File: config.mk
export PLATFORM = sky130hd
export DESIGN_NAME = rto_xfer_core
export DESIGN_NICKNAME = d
export VERILOG_FILES = /design/src/rtl/rto_pkg.sv /design/src/rtl/rto_cfg_regs.sv /design/src/rtl/rto_xfer_core.sv
export SDC_FILE = /design/constraint.sdc
export NUM_CORES = 1
export LEC_CHECK = 0
export BUFFER_PORTS_ARGS = -buffer_cell sky130_fd_sc_hd__clkbuf_2
export CAP_MARGIN = 5
export CORE_MARGIN = 10
export CORE_UTILIZATION = 30
export CTS_CLUSTER_SIZE = 12
export DETAILED_ROUTE_END_ITERATION = 8
export PLACE_DENSITY_LB_ADDON = 0.15
export SLEW_MARGIN = 0
export SYNTH_ARGS = -nofsm -noshare
export SYNTH_HDL_FRONTEND = slang
export SYNTH_SLANG_ARGS = --single-unit
export TNS_END_PERCENT = 20
File: constraint.sdc
create_clock -name clk_sys -period 1.3 [get_ports clk_sys]
set_clock_uncertainty 0.2 [all_clocks]
set_input_delay 0.065 -clock clk_sys [delete_from_list [all_inputs] [get_ports clk_sys]]
set_output_delay 0.065 -clock clk_sys [all_outputs]
set_load 0.03 [all_outputs]
File: src/rtl/rto_pkg.sv
// Purpose : Shared constants and carriers for the register transfer group
// Assumes : 10-bit instruction words, 4-bit data path
// Notes   : Encodings marked as free choices are not fixed by the core

package rto_pkg;

   // ----------------------------------------------------------------
   // Widths
   // ----------------------------------------------------------------
   localparam int INSTR_W  = 10;
   localparam int DATA_W   = 4;
   localparam int BANK_W   = 2;
   localparam int DREG_W   = 3;
   localparam int NUM_CFG  = 3;

   // ----------------------------------------------------------------
   // Instruction encodings
   // ----------------------------------------------------------------
   localparam logic [INSTR_W-1:0] OPC_ACC_FROM_FILE_PTR    = 10'h052;
   localparam logic [INSTR_W-1:0] OPC_ACC_FROM_DIGIT_PTR   = 10'h01F;
   localparam logic [INSTR_W-1:0] OPC_ACC_FROM_BANK_PTR    = 10'h053;
   localparam logic [INSTR_W-1:0] OPC_BREG_FROM_ACC        = 10'h3F0;
   localparam logic [INSTR_W-1:0] OPC_DISP_CFG_ONE_FROM_ACC   = 10'h2A8;
   localparam logic [INSTR_W-1:0] OPC_DISP_CFG_TWO_FROM_ACC   = 10'h2A9;
   localparam logic [INSTR_W-1:0] OPC_DISP_CFG_THREE_FROM_ACC = 10'h3F1;
   localparam logic [INSTR_W-1:0] OPC_DREG_FROM_ACC        = 10'h3F2;

   // ----------------------------------------------------------------
   // Reset values and field positions
   // ----------------------------------------------------------------
   localparam logic [DATA_W-1:0] DATA_RESET = 4'h0;
   localparam logic [DREG_W-1:0] DREG_RESET = 3'h0;
   localparam logic [DATA_W-BANK_W-1:0] BANK_UPPER_FILL = 2'h0;
   localparam int CFG_FIRST  = 0;
   localparam int CFG_SECOND = 1;
   localparam int CFG_THIRD  = 2;

   // ----------------------------------------------------------------
   // Decoded operation
   // ----------------------------------------------------------------
   typedef enum logic [3:0] {
      RTO_OP_NONE        = 4'b0000,
      RTO_OP_ACC_FILE    = 4'b0001,
      RTO_OP_ACC_DIGIT   = 4'b0010,
      RTO_OP_ACC_BANK    = 4'b0011,
      RTO_OP_BREG        = 4'b0100,
      RTO_OP_CFG_ONE     = 4'b0101,
      RTO_OP_CFG_TWO     = 4'b0110,
      RTO_OP_CFG_THREE   = 4'b0111,
      RTO_OP_DREG        = 4'b1000
   } rto_op_t;

   // ----------------------------------------------------------------
   // Carriers
   // ----------------------------------------------------------------
   typedef struct packed {
      logic               valid;
      logic [INSTR_W-1:0] word;
   } rto_instr_t;

   typedef struct packed {
      logic [DATA_W-1:0] file_ptr;
      logic [DATA_W-1:0] digit_ptr;
      logic [BANK_W-1:0] bank_ptr;
   } rto_ptrs_t;

   typedef struct packed {
      logic              en;
      logic [DATA_W-1:0] data;
   } rto_wr4_t;

   typedef struct packed {
      logic              en;
      logic [DREG_W-1:0] data;
   } rto_wr3_t;

endpackage

File: src/rtl/rto_cfg_regs.sv
// Purpose : Holds the three display configuration registers
// Assumes : One write enable per register, shared write data
// Notes   : Meaning of the configuration bits is left to the display block

`timescale 1ns/10ps

module rto_cfg_regs
   import rto_pkg::*;
(
   // Clock and reset
   input  wire logic                               clk_sys,
   input  wire logic                               reset_n,
   // Write side
   input  wire logic [rto_pkg::NUM_CFG-1:0]        wr_en,
   input  wire logic [rto_pkg::DATA_W-1:0]         wr_data,
   // Register contents
   output logic [rto_pkg::NUM_CFG-1:0][rto_pkg::DATA_W-1:0] cfg_q
);

   // ----------------------------------------------------------------
   // Storage
   // ----------------------------------------------------------------
   genvar gi;
   generate
      for (gi = 0; gi < NUM_CFG; gi++) begin : g_cfg
         always_ff @(posedge clk_sys or negedge reset_n) begin
            if (!reset_n) begin
               cfg_q[gi] <= DATA_RESET;
            end else if (wr_en[gi]) begin
               cfg_q[gi] <= wr_data;
            end
         end
      end
   endgenerate

endmodule

File: src/rtl/rto_xfer_core.sv
// Purpose : Decode and execute of the one-word register transfer group
// Assumes : Fetch presents one word per cycle with a valid flag
// Notes   : Results are strobed to the register file one cycle after intake
//
// Notes on behaviour
// - File pointer copied into accumulator
// - Digit pointer copied into accumulator
// - Bank pointer loads accumulator bits one, zero
// - Bank transfer clears accumulator upper two bits
// - Accumulator copied whole into register B
// - Accumulator copied into first display register
// - Accumulator copied into second display register
// - Accumulator copied into third display register
// - Accumulator low three bits into register D

`timescale 1ns/10ps

module rto_xfer_core
   import rto_pkg::*;
(
   // Clock and reset
   input  wire logic                    clk_sys,
   input  wire logic                    reset_n,
   // Instruction from the fetch sequencer
   input  rto_pkg::rto_instr_t          instr_in,
   output logic                         instr_ready,
   // Current register file contents
   input  wire logic [rto_pkg::DATA_W-1:0] acc_in,
   input  rto_pkg::rto_ptrs_t           ptrs_in,
   // Write strobes toward the register file
   output rto_pkg::rto_wr4_t            acc_wr,
   output rto_pkg::rto_wr4_t            breg_wr,
   output rto_pkg::rto_wr3_t            dreg_wr,
   // Display configuration contents
   output logic [rto_pkg::DATA_W-1:0]   display_config_first,
   output logic [rto_pkg::DATA_W-1:0]   display_config_second,
   output logic [rto_pkg::DATA_W-1:0]   display_config_third,
   // Sequencer status
   output logic                         instr_done,
   output logic                         carry_wr_en,
   output logic                         skip_next,
   output rto_pkg::rto_op_t             last_op
);

   import rto_pkg::*;

   // ----------------------------------------------------------------
   // Declarations
   // ----------------------------------------------------------------
   rto_op_t                          op_nxt;
   logic                             take;
   logic [DATA_W-1:0]                acc_data_nxt;
   logic [NUM_CFG-1:0]               cfg_wr_en;
   logic [NUM_CFG-1:0][DATA_W-1:0]   cfg_q;
   rto_wr4_t                         acc_wr_r;
   rto_wr4_t                         breg_wr_r;
   rto_wr3_t                         dreg_wr_r;
   logic                             instr_done_r;
   rto_op_t                          last_op_r;

   // ----------------------------------------------------------------
   // Intake
   // ----------------------------------------------------------------
   // Every transfer finishes in its own cycle, so no back-pressure is needed
   assign instr_ready = 1'b1;
   assign take        = instr_in.valid;

   // ----------------------------------------------------------------
   // Decode
   // ----------------------------------------------------------------
   always_comb begin
      op_nxt = RTO_OP_NONE;
      if (take) begin
         case (instr_in.word)
            OPC_ACC_FROM_FILE_PTR: begin
               op_nxt = RTO_OP_ACC_FILE;
            end
            OPC_ACC_FROM_DIGIT_PTR: begin
               op_nxt = RTO_OP_ACC_DIGIT;
            end
            OPC_ACC_FROM_BANK_PTR: begin
               op_nxt = RTO_OP_ACC_BANK;
            end
            OPC_BREG_FROM_ACC: begin
               op_nxt = RTO_OP_BREG;
            end
            OPC_DISP_CFG_ONE_FROM_ACC: begin
               op_nxt = RTO_OP_CFG_ONE;
            end
            OPC_DISP_CFG_TWO_FROM_ACC: begin
               op_nxt = RTO_OP_CFG_TWO;
            end
            OPC_DISP_CFG_THREE_FROM_ACC: begin
               op_nxt = RTO_OP_CFG_THREE;
            end
            OPC_DREG_FROM_ACC: begin
               op_nxt = RTO_OP_DREG;
            end
            default: begin
               op_nxt = RTO_OP_NONE;
            end
         endcase
      end
   end

   // ----------------------------------------------------------------
   // Accumulator source select
   // ----------------------------------------------------------------
   always_comb begin
      case (op_nxt)
         RTO_OP_ACC_FILE: begin
            acc_data_nxt = ptrs_in.file_ptr;
         end
         RTO_OP_ACC_DIGIT: begin
            acc_data_nxt = ptrs_in.digit_ptr;
         end
         RTO_OP_ACC_BANK: begin
            // Upper bits are forced low, not held, so stale data cannot leak
            acc_data_nxt = {BANK_UPPER_FILL, ptrs_in.bank_ptr};
         end
         default: begin
            acc_data_nxt = DATA_RESET;
         end
      endcase
   end

   // ----------------------------------------------------------------
   // Accumulator write strobe
   // ----------------------------------------------------------------
   always_ff @(posedge clk_sys or negedge reset_n) begin
      if (!reset_n) begin
         acc_wr_r.en   <= 1'b0;
         acc_wr_r.data <= DATA_RESET;
      end else begin
         acc_wr_r.en <= (op_nxt == RTO_OP_ACC_FILE)  ||
                        (op_nxt == RTO_OP_ACC_DIGIT) ||
                        (op_nxt == RTO_OP_ACC_BANK);
         if ((op_nxt == RTO_OP_ACC_FILE) || (op_nxt == RTO_OP_ACC_DIGIT) ||
             (op_nxt == RTO_OP_ACC_BANK)) begin
            acc_wr_r.data <= acc_data_nxt;
         end
      end
   end

   // ----------------------------------------------------------------
   // Register B write strobe
   // ----------------------------------------------------------------
   always_ff @(posedge clk_sys or negedge reset_n) begin
      if (!reset_n) begin
         breg_wr_r.en   <= 1'b0;
         breg_wr_r.data <= DATA_RESET;
      end else begin
         breg_wr_r.en <= (op_nxt == RTO_OP_BREG);
         if (op_nxt == RTO_OP_BREG) begin
            breg_wr_r.data <= acc_in;
         end
      end
   end

   // ----------------------------------------------------------------
   // Register D write strobe
   // ----------------------------------------------------------------
   always_ff @(posedge clk_sys or negedge reset_n) begin
      if (!reset_n) begin
         dreg_wr_r.en   <= 1'b0;
         dreg_wr_r.data <= DREG_RESET;
      end else begin
         dreg_wr_r.en <= (op_nxt == RTO_OP_DREG);
         if (op_nxt == RTO_OP_DREG) begin
            // Accumulator bit three is dropped, register D is three bits wide
            dreg_wr_r.data <= acc_in[DREG_W-1:0];
         end
      end
   end

   // ----------------------------------------------------------------
   // Display configuration registers
   // ----------------------------------------------------------------
   always_comb begin
      cfg_wr_en             = '0;
      cfg_wr_en[CFG_FIRST]  = (op_nxt == RTO_OP_CFG_ONE);
      cfg_wr_en[CFG_SECOND] = (op_nxt == RTO_OP_CFG_TWO);
      cfg_wr_en[CFG_THIRD]  = (op_nxt == RTO_OP_CFG_THREE);
   end

   rto_cfg_regs u_cfg_regs (
      .clk_sys (clk_sys),
      .reset_n (reset_n),
      .wr_en   (cfg_wr_en),
      .wr_data (acc_in),
      .cfg_q   (cfg_q)
   );

   assign display_config_first  = cfg_q[CFG_FIRST];
   assign display_config_second = cfg_q[CFG_SECOND];
   assign display_config_third  = cfg_q[CFG_THIRD];

   // ----------------------------------------------------------------
   // Completion status
   // ----------------------------------------------------------------
   always_ff @(posedge clk_sys or negedge reset_n) begin
      if (!reset_n) begin
         instr_done_r <= 1'b0;
      end else begin
         // Done one cycle after intake, for any recognised transfer
         instr_done_r <= (op_nxt != RTO_OP_NONE);
      end
   end

   always_ff @(posedge clk_sys or negedge reset_n) begin
      if (!reset_n) begin
         last_op_r <= RTO_OP_NONE;
      end else if (op_nxt != RTO_OP_NONE) begin
         last_op_r <= op_nxt;
      end
   end

   // ----------------------------------------------------------------
   // Outputs
   // ----------------------------------------------------------------
   assign acc_wr      = acc_wr_r;
   assign breg_wr     = breg_wr_r;
   assign dreg_wr     = dreg_wr_r;
   assign instr_done  = instr_done_r;
   assign last_op     = last_op_r;
   // None of these transfers touches the carry or skips the next word
   assign carry_wr_en = 1'b0;
   assign skip_next   = 1'b0;

endmodule

Word level (Yosys, flattened, before mapping)
Cells that the tools add are included.
{"block": "word_totals", "ff_bits": 31, "latch_bits": 0, "ramBits": 0, "romBits": 0, "inputBits": 27, "output_inout_bits": 34, "word_cells": 33, "memories": 0}
{"block": "classes", "add_sub_neg": 0, "multipliers": 0, "div_mod_pow": 0, "order_cmp": 0, "n_eq_ne": 16, "shifts": 0, "muxes": 3, "bitwise": 0, "reduce_logical": 3}
{"op": "== test 10 bit, second input constant", "count": 5}
{"op": "case mux 4 bit (8 select lines)", "count": 1}
{"op": "== test 10 x 7 -> 1 bit, second input constant", "count": 2}
{"op": "== test 4 x 3 -> 1 bit, second input constant", "count": 4}
{"op": "case mux 4 bit (3 select lines)", "count": 1}
{"op": "== test 10 x 5 -> 1 bit, second input constant", "count": 1}
{"op": "== test 4 x 2 -> 1 bit, second input constant", "count": 2}
{"op": "== test 4 x 1 -> 1 bit, second input constant", "count": 1}
{"op": "== test 4 bit, second input constant", "count": 1}
{"op": "2-to-1 mux 4 bit", "count": 1}
{"op": "nonzero test 4 bit", "count": 1}
{"op": "logical OR 1 bit", "count": 2}

Logic depth before layout (Yosys ltp)
Gate-level depths: netlist (run 1).
{"block": "depth", "depth_word": 6, "mapped_depth": 7, "mapped_depth_nobuf": 5}

Modules after synthesis
From an unflattened synthesis (run 1), not the netlist that was laid out.
{"block": "hier_totals", "cells_unflattened": 128, "area_unflattened_um2": 1540.2}
{"mod": "rto_xfer_core", "n_inst": 1, "cells_each": 104, "area_each_um2": 1104.8, "seq_area_each_um2": 475.5}
{"mod": "rto_cfg_regs", "n_inst": 1, "cells_each": 24, "area_each_um2": 435.4, "seq_area_each_um2": 300.3}

Worst setup path after synthesis (run 1)
No wires, ideal clock.
{"block": "synth_timing", "path_type": "input -> register", "startpoint": "input instr_in[4] (netlist bit)", "endpoint": "register acc_wr_r (netlist bit acc_wr[0])", "setup_time_ps": 125, "arrival_ps": 1925, "required_ps": 975, "setup_slack_ps": -950, "stages": 6, "path_buffers": 1, "path_cell_list": "or4b_4 -> or3_1 -> clkbuf_2 -> a21o_1 -> a211oi_4 -> mux2_2"}
{"block": "synth_between", "elab_chain_cells": 6, "word_cells_on_any_way": 16, "classes_between": "eq/ne (11); mux (3); reduce/logical (2)"}
{"item": "from (decl)", "line": "rto_xfer_core.sv:25", "source": "input rto_pkg::rto_instr_t instr_in,"}
{"item": "== test 10 bit (tied with other cells)", "line": "rto_xfer_core.sv:74", "source": "case (instr_in.word)"}
{"item": "case mux 4 bit (8 select lines) (*)", "line": "rto_xfer_core.sv:74"}
{"item": "2-to-1 mux 4 bit (*)", "line": "rto_xfer_core.sv:73", "source": "if (take) begin"}
{"item": "branches (longest 3 deep; another with == test 4 x 2 -> 1 bit)"}
{"item": "to (decl)", "line": "rto_xfer_core.sv:55", "source": "rto_wr4_t acc_wr_r;"}
Mark *: on every way between the ends.
A chain may end at the register's enable or synchronous reset.

Worst setup path after layout (run 1)
{"block": "layout_timing", "startpoint": "input instr_in[4] (netlist bit)", "endpoint": "register acc_wr_r (netlist bit acc_wr[3])"}
The elaborated chain is that of the path after synthesis.

==> summary.txt, run 1 <==
Cells and area
  – FILL cells: 465
  – Cell Count, Final, Fillers Out: 296
  – Multi-input logic area: 837.1 µm²
  – Share of cells above drive strength 1: approximately 63%
  – Final nets: around 260
  – Layout area overhead: 62.15%
  – Storage cell area: 775.7 µm²
  – Antenna cells: 0

Setup path
  – R2r startpoint: acc_wr[2]
  – Crit-path slowest cell: or4b_4
  – Worst reg-to-reg setup slack: 340 ps
  – Crit path required time: around 1300 ps
  – CP startpoint kind: input pin
  – Max stage delay on crit path: around 540 ps
  – Crit path DAT: around 2000 ps
  – Element type at the critical path end: flop
  – Worst r2r dst: acc_wr[2]
  – Crit-path max FO: 5
  – Cell Chain, Critical Path: buf_8, or4b_4, or3_4, a21o_4, a211oi_4, buf_6, mux2_4
  – Setup CP Type: input pin to flop
  – Worst R2R Path Depth: 1

Logic synthesis
  – Cell variety after synth: 36
  – Sequential share of the synthesized area: about 51%
  – Synthesized netlist cell count: 129
  – Yosys reg bits: 31
  – Dominant cell type by area after synthesis: dfrtp_1
  – YS warnings: 0
  – Synth Cell Area: 0.001514 mm²
  – Synth Flop Type: dfrtp_1
  – Post-synth EDFFs: 0
  – Syn Area/Cell: 11.74 µm²
  – Asr flop ratio synth: 100.0%
  – Share of the synthesized area in the top cell type: 51.24%
  – Area contributors post-synth: dfrtp_1, mux2_2, a21oi_1, nand2_1, a211oi_1

STA
  – Final Hold Viols: 0
  – Final worst setup slack: -746.2 ps
  – Pins Over Slew Limit: 0
  – Slew margin rel.: 64.94%
  – Max Freq: 0.4887 GHz
  – Setup TNS Final: -15270 ps
  – Worst slew pin tran: 525.9 ps
  – Fin crit share: 157.4%
  – Setup Viol. Count Final: 30
  – Final min period: 2046 ps
  – RSZ-0062 raised after global routing: true

Drt
  – Vias per cell: 4.797
  – Number of remaining DRC errors: 0
  – Wire length per cell: 16.14 µm
  – DRT Wirelength: 4777 µm
  – DRT Pass-1 Iters: 4
  – Vias: 1420
  – First DRT Iteration DRCs: 54
  – Post-DRT Antenna Nets: 0

Pwr
  – Switching Power: 508.3 µW
  – Pwr Density: 824.4 mW/mm²
  – Sequential share of power: 49.3%
  – Pint: about 1500 µW
  – Clk pwr share: a little under two fifths
  – Net Sw Frac: 25.11%
  – Peak supply drop: 564.0 µV
  – Comb pwr share: a little over an eighth
  – Leakage power: 0.001264 µW

Floorplan
  – Starting Density: 31.43%
  – Core footprint: 0.004817 mm²
  – Top-level I/O count: 61
  – Die area: 0.008288 mm²
  – Die height: approximately 90 µm
  – Die span in x: slightly above 90 µm
  – Row cnt: 25

Hold path
  – Hold Crit Endpoint: acc_wr[0]
  – Hold path start: ptrs_in[2]
  – Hold Path Class: input pin to flop
  – Worst hold stages: 3

Placed design
  – GPL Wtd Cong: 0.8222
  – Post-DP HPWL: 3721 µm
  – DP Cell Count: 275
  – # port buffers: 57
  – Dpl ws: -1100 ps

Outcome
  – Outcome: finished with violations
  – Failing checks: setup timing

CTS
  – CTS sink cnt: 31
  – Longest Clk Path Bufs: 2
  – CTS tree: done
  – Num CTS Buffers: 5
  – Worst-path clk slew: 60 ps
  – Clock Latency Late Sink: 280 ps
  – H-tree depth: 2
  – CTS root buffer: clkbuf_8

GRT
  – Initial antenna violation count: 0
  – Total GRT Usage: 11.67%
  – First-pass GRT wire length: 7859 µm
  – Largest net degree at the start of global routing: 32
  – Vias in the first global route: 1552
  – GRT overflow: 0

Flow run
  – Max-Cap Viols: 0
-- power groups by stage --
| stage | Sequential (µW) | Combinational, µW | Clock (µW) |
|---|---|---|---|
| final | 997 | 276 | 750 |
| after detailed placement | 1010 | 234 | 0 |
| after global placement | 1010 | 227 | 0 |
| after CTS | 997 | 266 | 772 |
| after global routing | 999 | 304 | 812 |
| after floorplan | 1050 | 61.9 | 0 |
-- cell families (layout without fill, tap and decap cells) --
family	Yosys count	after routing	share of synthesized area, %
buffers and inverters	12	111	3.801
AO/OA/AOI/OAI	27	27	14.38
other	2	3	0.4961
multiplexers	23	23	17.11
flip-flops	31	31	51.24
AND/OR/NAND/NOR	34	34	12.98
-- layer usage --
layer / vias up / share of wire (%) / track usage, %
li1: 676 / - / -
met4: 0 / 2.2 / 4.700
met5: - / 0 / 0
met3: 11 / 3.9 / 3.210
met1: 699 / 43 / 13.80
met2: 34 / 51 / 19.51
-- state kept, by name, summed over array words and instances, names as in the netlist --
name,flops
acc_wr,5
last_op,4
dreg_wr,4
instr_done,1
breg_wr,5
u_cfg_regs.cfg_q,12
-- synthesized netlist by cell type, types with 2 or more instances --
cell type  count
dfrtp_1       31
mux2_2        23
nand2_1        8
a21oi_1        6
inv_1          6
nand3_1        4
o21ai_0        4
a211oi_1       3
buf_4          3
nor2_1         3
nor3_1         3
or3_1          3
a2111oi_0      2
a311o_1        2
and3_1         2
clkbuf_1       2
conb_1         2
nand2b_1       2
nand4b_1       2
or2_2          2
-- critical path, delay by kind of cell --
family / cells / cell delay [ps]
and+or+nand+nor: 2 / 920
AOI/OAI and AO/OA: 2 / 470
muxes: 1 / 300
buffers and inverters: 2 / 250
-- cells in the final DEF (no fill, tap or decap), types with 2 or more instances in the layout --
cell,count
clkbuf_2,55
dfrtp_1,31
buf_4,28
mux2_2,16
dlygate4sd3_1,8
nand2_1,7
mux2_4,7
inv_1,6
clkbuf_8,6
buf_6,6
o21ai_1,4
conb_1,3
nand4b_1,2
nand3_4,2
or4b_4,2
or3_4,2
nand2b_1,2
nor3_1,2
nor2_1,2
a211oi_2,2
or2_2,2
a21oi_4,2
a21oi_1,2
a21oi_2,2
a211oi_1,2
a311o_1,2
-- metrics by stage --
step	power [µW]	util, %	area [µm²]	hold WS [ps]
floorplan	1116	-	1520	-430.6
global placement	1242	42.65	2054	-103.9
detailed placement	1249	42.65	2054	-97.99
CTS	2035	48.75	2349	5.075
global route	2115	50.96	2455	22.19
finish	2024	50.96	2455	8.886
-- cell type report --
type	count	area share [%]
clock buffers	6	3.364
multi-input cells	87	34.10
repair buffers	98	26.40
clock inverters	1	0.2039
inverters	6	0.9174
flip-flops and latches	31	31.60
well taps	67	3.415
-- timing repair --
item,4_1_cts,5_1_grt
endpoints found under the setup margin,30,30
buffers inserted,2,4
hold buffers,8,0
pin swaps,7,6
resized for setup,26,21
hold endpoints to repair,53,0
-- worst max-delay path by stage --
stage          slack, ps         end   startpoint
4_1_cts             -740  breg_wr[2]  instr_in[4]
5_1_grt             -780   acc_wr[3]  instr_in[4]
2_1_floorplan       -950   acc_wr[0]  instr_in[4]
3_3_place_gp       -1030   acc_wr[2]  instr_in[4]
6_report            -750   acc_wr[3]  instr_in[4]
3_5_place_dp       -1100   acc_wr[3]  instr_in[4]
(Power assumes the default switching activity.)
==> run 2, diff against run 1 <==
--- a/config.mk
+++ b/config.mk
@@ -9,7 +9,8 @@
 export CAP_MARGIN = 5
 export CORE_MARGIN = 10
 export CORE_UTILIZATION = 30
-export CTS_CLUSTER_SIZE = 12
+export CTS_BUF_LIST = sky130_fd_sc_hd__clkbuf_16
+export CTS_CLUSTER_SIZE = 40
 export DETAILED_ROUTE_END_ITERATION = 8
 export PLACE_DENSITY_LB_ADDON = 0.15
 export SLEW_MARGIN = 0
==> run 2 against run 1 <==
Net effect:
- non-clock buffer count fell by 1
- wire length barely moved
- final cell count fell by 0.34%
- the flow still finishes with violations (setup timing)
- critical path type unchanged
==> summary.txt, run 2 (synthesis results as in run 1) <==
Placed design
  – Post-DP HPWL: 3721 µm (unchanged)
  – Dpl ws: -1100 ps (unchanged)
  – # port buffers: 57 (unchanged)
  – GPL Wtd Cong: 0.8222 (unchanged)
  – Placed Area: 0.002054 mm² (unchanged)

Cells and area
  – Commonest non-fill, non-tap cell in the layout: clkbuf_2
  – Fin util: 51.71% (+0.75 points)
  – Biggest register: u_cfg_regs.cfg_q
  – Share of cells above drive strength 1: 62.72% (-0.16 points)
  – Antenna cells: 0 (unchanged)
  – Layout area overhead: 64.55%
  – Max reg flops: 12 (unchanged)
  – Multi-input logic area: 837.1 µm² (unchanged)
  – FILL cells: 465 (unchanged)
  – Final nets: 255 (-0.39%)
  – Cell area after layout: 0.002491 mm² (+1.5%)
  – Storage cell area: 775.7 µm² (unchanged)
  – Most frequent cells in the layout: clkbuf_2, dfrtp_1, buf_4

Drt
  – First DRT Iteration DRCs: 50 (-7.4%)
  – Post-DRT Antenna Nets: 0 (unchanged)
  – DRT Pass-1 Iters: 4 (unchanged)
  – Wire length per cell: 16.20 µm (+0.38%)
  – Number of remaining DRC errors: 0 (unchanged)
  – Vias per cell: 4.742 (-1.1%)
  – DRT Wirelength: 4779 µm (about the same)
  – Vias: 1399 (-1.5%)

STA
  – Pins Over Slew Limit: 0 (unchanged)
  – Setup Viol. Count Final: 30 (unchanged)
  – Final worst setup slack: -760.2 ps (-13.99 ps)
  – Fin crit share: 158.5% (+1.1 points)
  – Worst slew pin tran: 527.6 ps (+1.726 ps)
  – Final min period: 2060 ps (+13.99 ps)
  – Final Hold Viols: 0 (unchanged)
  – Slew margin rel.: 64.83% (-0.12 points)
  – RSZ-0062 raised after global routing: true
  – Max Freq: 0.4854 GHz (-0.68%)

Setup path
  – R2r startpoint: acc_wr[3]
  – Crit path DAT: 2010 ps (about the same)
  – Crit-path slowest cell: or4b_4
  – Worst r2r dst: acc_wr[3]
  – CP Buf/Inv Count: 2 (unchanged)
  – Element type at the critical path end: flop
  – Crit-path max FO: 5 (unchanged)
  – Crit path required time: 1250 ps (about the same)
  – Largest delay share family, worst path: simple AND/OR/NAND/NOR gates
  – Cell Chain, Critical Path: buf_8, or4b_4, or3_4, a21o_4, a211oi_4, buf_6, mux2_4
  – Max stage delay on crit path: 540 ps (about the same)
  – Setup CP Type: input pin to flop
  – Worst R2R Path Depth: 1 (unchanged)
  – Worst reg-to-reg setup slack: 330 ps (about the same)
  – CP startpoint kind: input pin

GRT
  – GRT overflow: 0 (unchanged)
  – Vias in the first global route: 1539 (-0.84%)
  – First-pass GRT wire length: 7824 µm (-0.45%)
  – Largest net degree at the start of global routing: 32 (unchanged)
  – Initial antenna violation count: 0 (unchanged)
  – Total GRT Usage: 11.75% (+0.085 points)

CTS
  – Num CTS Buffers: 5 (unchanged)
  – H-tree depth: 2 (unchanged)
  – Worst-path clk slew: 50 ps (about the same)
  – CTS tree: done
  – CTS sink cnt: 31 (unchanged)
  – CTS root buffer: clkbuf_16
  – Longest Clk Path Bufs: 2 (unchanged)
  – Clock Latency Late Sink: 270 ps (about the same)

Pwr
  – Pwr Density: 934.7 mW/mm² (+13%)
  – Leakage power: 0.001280 µW (+1.3%)
  – Peak supply drop: 721.2 µV (+28%)

Outcome
  – Failing checks: setup timing
  – Outcome: finished with violations

Floorplan
  – Die area: 0.008288 mm² (unchanged)
  – Core footprint: 0.004817 mm² (unchanged)
  – Die span in x: 91.04 µm (unchanged)
  – Row cnt: 25 (unchanged)
  – Starting Density: 31.43% (unchanged)
  – Top-level I/O count: 61 (unchanged)
  – Die height: 91.04 µm (unchanged)

Hold path
  – Hold path start: ptrs_in[5]
  – Hold Path Class: input pin to flop
  – Worst hold stages: 3 (unchanged)
  – Hold Crit Endpoint: acc_wr[3]

Flow run
  – Max-Cap Viols: 0 (unchanged)
## run 2: layer usage
metal	track usage (%)	vias up	wire length, µm
met1	13.61	693	2058
li1	-	667	-
met5	0	-	0
met4	5.483	0	48
met2	19.69	35	2466
met3	3.210	4	205
## run 2: final cells by class
cell class                      count  area share, %
Inverter                            6         0.9041
Multi-Input combinational cell     87          33.60
Clock buffer                        5          5.023
Sequential cell                    31          31.14
Clock inverter                      2         0.3516
Timing Repair Buffer               97          25.62
Tap cell                           67          3.365
## run 2: worst max path at each step
stage | from | end | slack [ps] | cells after the start
global route | instr_in[4] | acc_wr[3] | -800 | 7
CTS | instr_in[4] | acc_wr[3] | -760 | 7
floorplan | instr_in[4] | acc_wr[0] | -950 | 6
detailed placement | instr_in[4] | acc_wr[3] | -1100 | 6
global placement | instr_in[4] | acc_wr[2] | -1030 | 6
finish | instr_in[4] | acc_wr[3] | -760 | 7
## run 2: timing repair
item                                    CTS  global route
gates resized for setup                  26            21
hold buffers                              7             0
endpoints found under the hold margin    52             0
buffers inserted                          2             4
endpoints found under the setup margin   30            30
pin swaps                                 7             6
## run 2: stage by stage
step	hold slack, ps	std cells	TNS [ps]	total power [µW]
finish	4.353	295	-15590	2329
global route	16.16	295	-17180	2429
global placement	-103.9	275	-26400	1242
detailed placement	-97.99	275	-27870	1249
floorplan	-430.6	130	-20490	1116
CTS	11.11	291	-17120	2339
## run 2: report_power, final
group / total (µW) / leakage, µW / internal, µW / switching (µW)
logic: 274 / 0.000785 / 114 / 160
clock network: 1060 / 0.0000671 / 685 / 371
registers: 999 / 0.000428 / 987 / 12.0
## run 2: worst min-delay path, stage by stage
cell and delay [ps]:
clkbuf_2 80, a41o_1 150, mux2_4 140
==> run 3, diff against run 2 <==
--- a/config.mk
+++ b/config.mk
@@ -6,7 +6,7 @@
 export NUM_CORES = 1
 export LEC_CHECK = 0
 export BUFFER_PORTS_ARGS = -buffer_cell sky130_fd_sc_hd__clkbuf_2
-export CAP_MARGIN = 5
+export CAP_MARGIN = 0
 export CORE_MARGIN = 10
 export CORE_UTILIZATION = 30
 export CTS_BUF_LIST = sky130_fd_sc_hd__clkbuf_16
==> constraint.sdc (replaced) <==
create_clock -name clk_sys -period 1.9 [get_ports clk_sys]
set_clock_uncertainty 0.2 [all_clocks]
set_input_delay 0.095 -clock clk_sys [delete_from_list [all_inputs] [get_ports clk_sys]]
set_output_delay 0.095 -clock clk_sys [all_outputs]
set_load 0.03 [all_outputs]
==> run 3 against run 2 <==
Net effect:
- the run still ends with setup timing left
- critical path type unchanged
- die area is the same
- sequential share of layout area rose by 1.0 points
- critical path depth unchanged
- largest power group unchanged
- non-clock buffer count is 6 lower
- final cell count decreased by 1.7%
- clock power is 17% lower
- highest routed layer unchanged
==> summary.txt, run 3 (synthesis results as in run 1) <==
STA
  – Final min period: 2082 ps
  – Worst slew pin tran: 748.5 ps (+220.9 ps)
  – Fin crit share: 109.6%
  – Pins Over Slew Limit: 0 (unchanged)
  – Setup Viol. Count Final: 22 (-27%)
  – Final Hold Viols: 0 (unchanged)
  – RSZ-0062 raised after global routing: true
  – Setup TNS Final: -2300 ps (+13290 ps)
  – Max Freq: 0.4802 GHz
  – Worst hold slack: 4.769 ps (+0.4157 ps)
  – Slew margin rel.: 50.10% (-15 points)
  – Final worst setup slack: -182.5 ps (+577.7 ps)

CTS
  – H-tree depth: 2 (unchanged)
  – CTS root buffer: clkbuf_16
  – Clock Latency Late Sink: 270 ps (about the same)
  – Num CTS Buffers: 5 (unchanged)
  – CTS tree: done
  – Longest Clk Path Bufs: 2 (unchanged)
  – CTS sink cnt: 31 (unchanged)
  – Worst-path clk slew: 50 ps (about the same)

Pwr
  – Power Total: 1742 µW (-25%)
  – Pwr Density: 722.4 mW/mm² (-23%)
  – Leakage power: 0.001233 µW (-3.7%)
  – Peak supply drop: 608.4 µV (-16%)

GRT
  – First-pass GRT wire length: 8038 µm (+2.7%)
  – Vias in the first global route: 1558 (+1.2%)
  – Initial antenna violation count: 0 (unchanged)
  – Largest net degree at the start of global routing: 32 (unchanged)
  – Total GRT Usage: 11.82% (+0.067 points)
  – GRT overflow: 0 (unchanged)

Cells and area
  – Final nets: 249 (-2.4%)
  – Most frequent cells in the layout: clkbuf_2, dfrtp_1, buf_4
  – Antenna cells: 0 (unchanged)
  – Max reg flops: 12 (unchanged)
  – Share of cells above drive strength 1: 60.54% (-2.2 points)
  – Cell Count, Final, Fillers Out: 290 (-1.7%)
  – Layout area overhead: 59.26%
  – Biggest register: u_cfg_regs.cfg_q
  – Commonest non-fill, non-tap cell in the layout: clkbuf_2

Drt
  – Post-DRT Antenna Nets: 0 (unchanged)
  – Vias per cell: 4.690 (-1.1%)
  – Vias: 1360 (-2.8%)
  – Number of remaining DRC errors: 0 (unchanged)
  – Max Used Layer: met4
  – Metal3 WL: 258 µm (+26%)
  – Met1 WL: 2157 µm (+4.8%)
  – DRT Wirelength: 4783 µm (about the same)
  – First DRT Iteration DRCs: 86 (+72%)
  – DRT Pass-1 Iters: 4 (unchanged)
  – Met2 wire length: 2306 µm (-6.5%)
  – Wire length per cell: 16.49 µm (+1.8%)

Setup path
  – Worst R2R Path Depth: 1 (unchanged)
  – CP startpoint kind: input pin
  – Source of the critical timing path: instr_in[8]
  – Crit path required time: 1850 ps (+600 ps)
  – Crit-path max FO: 4 (-1)
  – Setup CP Type: input pin to flop
  – Worst r2r dst: u_cfg_regs.cfg_q[1]
  – Worst setup path end: acc_wr[2]
  – R2r startpoint: u_cfg_regs.cfg_q[1]
  – Crit path DAT: 2040 ps (+30 ps)
  – CP Buf/Inv Count: 2 (unchanged)
  – Largest delay share family, worst path: simple AND/OR/NAND/NOR gates
  – Cell Chain, Critical Path: buf_8, or4b_4, or3_4, a21o_4, a211oi_4, buf_6, mux2_4
  – Levels on crit path: 7 (unchanged)
  – Crit-path slowest cell: or4b_4
  – Max stage delay on crit path: 530 ps (about the same)
  – Element type at the critical path end: flop
  – Worst reg-to-reg setup slack: 920 ps (+590 ps)

Floorplan
  – Die area: 0.008288 mm² (unchanged)
  – Top-level I/O count: 61 (unchanged)
  – Die span in x: 91.04 µm (unchanged)
  – Row cnt: 25 (unchanged)
  – Die height: 91.04 µm (unchanged)
  – Starting Density: 31.43% (unchanged)
  – Core footprint: 0.004817 mm² (unchanged)

Placed design
  – Post-DP HPWL: 3677 µm (-1.2%)
  – # port buffers: 57 (unchanged)
  – Dpl ws: -504.6 ps (+595.4 ps)
  – GPL Wtd Cong: 0.7865 (-4.3%)
  – DP Cell Count: 270 (-1.8%)

Hold path
  – Hold Path Class: input pin to flop

Flow run
  – Max-Cap Viols: 0 (unchanged)

Outcome
  – Failing checks: setup timing
  – Outcome: finished with violations
-- run 3: cell types whose count changed in the layout (fill, tap and decap cells not counted), moves of 2 or more --
cell	delta
nand3_4	-2
mux2_2	+3
buf_4	-2
buf_6	-3
nand3_1	+2
mux2_4	-3
-- run 3: layout make-up --
type | instances | area, µm²
Sequential cell | 31 | 775.7
Fill cell | 463 | 2406
Clock buffer | 5 | 125.1
Timing Repair Buffer | 91 | 579.3
Clock inverter | 3 | 38.79
Tap cell | 67 | 83.83
Multi-Input combinational cell | 87 | 785.8
Inverter | 6 | 22.52
-- run 3: where the power goes --
| part | total (µW) | switching [µW] | internal (µW) |
|---|---|---|---|
| sequential | 683 | 7.66 | 675 |
| combinational | 176 | 107 | 68.7 |
| clock | 883 | 274 | 610 |
-- run 3: worst min path at each step --
stage / from / endpoint / slack, ps / depth (start not counted)
finish: instr_in[10] / last_op[1] / 5 / 2
CTS: instr_in[10] / last_op[1] / 1 / 2
global route: ptrs_in[4] / acc_wr[2] / 10 / 3
floorplan: reset_n / acc_wr[0] / -400 / 0
global placement: reset_n / u_cfg_regs.cfg_q[6] / -20 / 1
detailed placement: reset_n / u_cfg_regs.cfg_q[5] / 8 / 1
-- run 3: stage by stage --
step | area, µm² | utilization, %
after global placement | 2017 | 41.87
after CTS | 2338 | 48.55
final | 2411 | 50.05
after global routing | 2411 | 50.05
after floorplan | 1518 | -
after detailed placement | 2017 | 41.87
-- run 3: routing by layer --
layer / vias to the layer above / track usage (%)
met5: - / 0
met4: 0 / 5.352
met3: 5 / 3.951
met2: 39 / 18.97
met1: 661 / 13.98
li1: 655 / -
-- run 3: what timing repair did --
item                                    CTS  global route
pin swaps                                 4             6
setup buffers                             5             1
hold endpoints to repair                 51             0
endpoints found under the setup margin   20            26
hold buffers                              6             0
resized for setup                        15            20
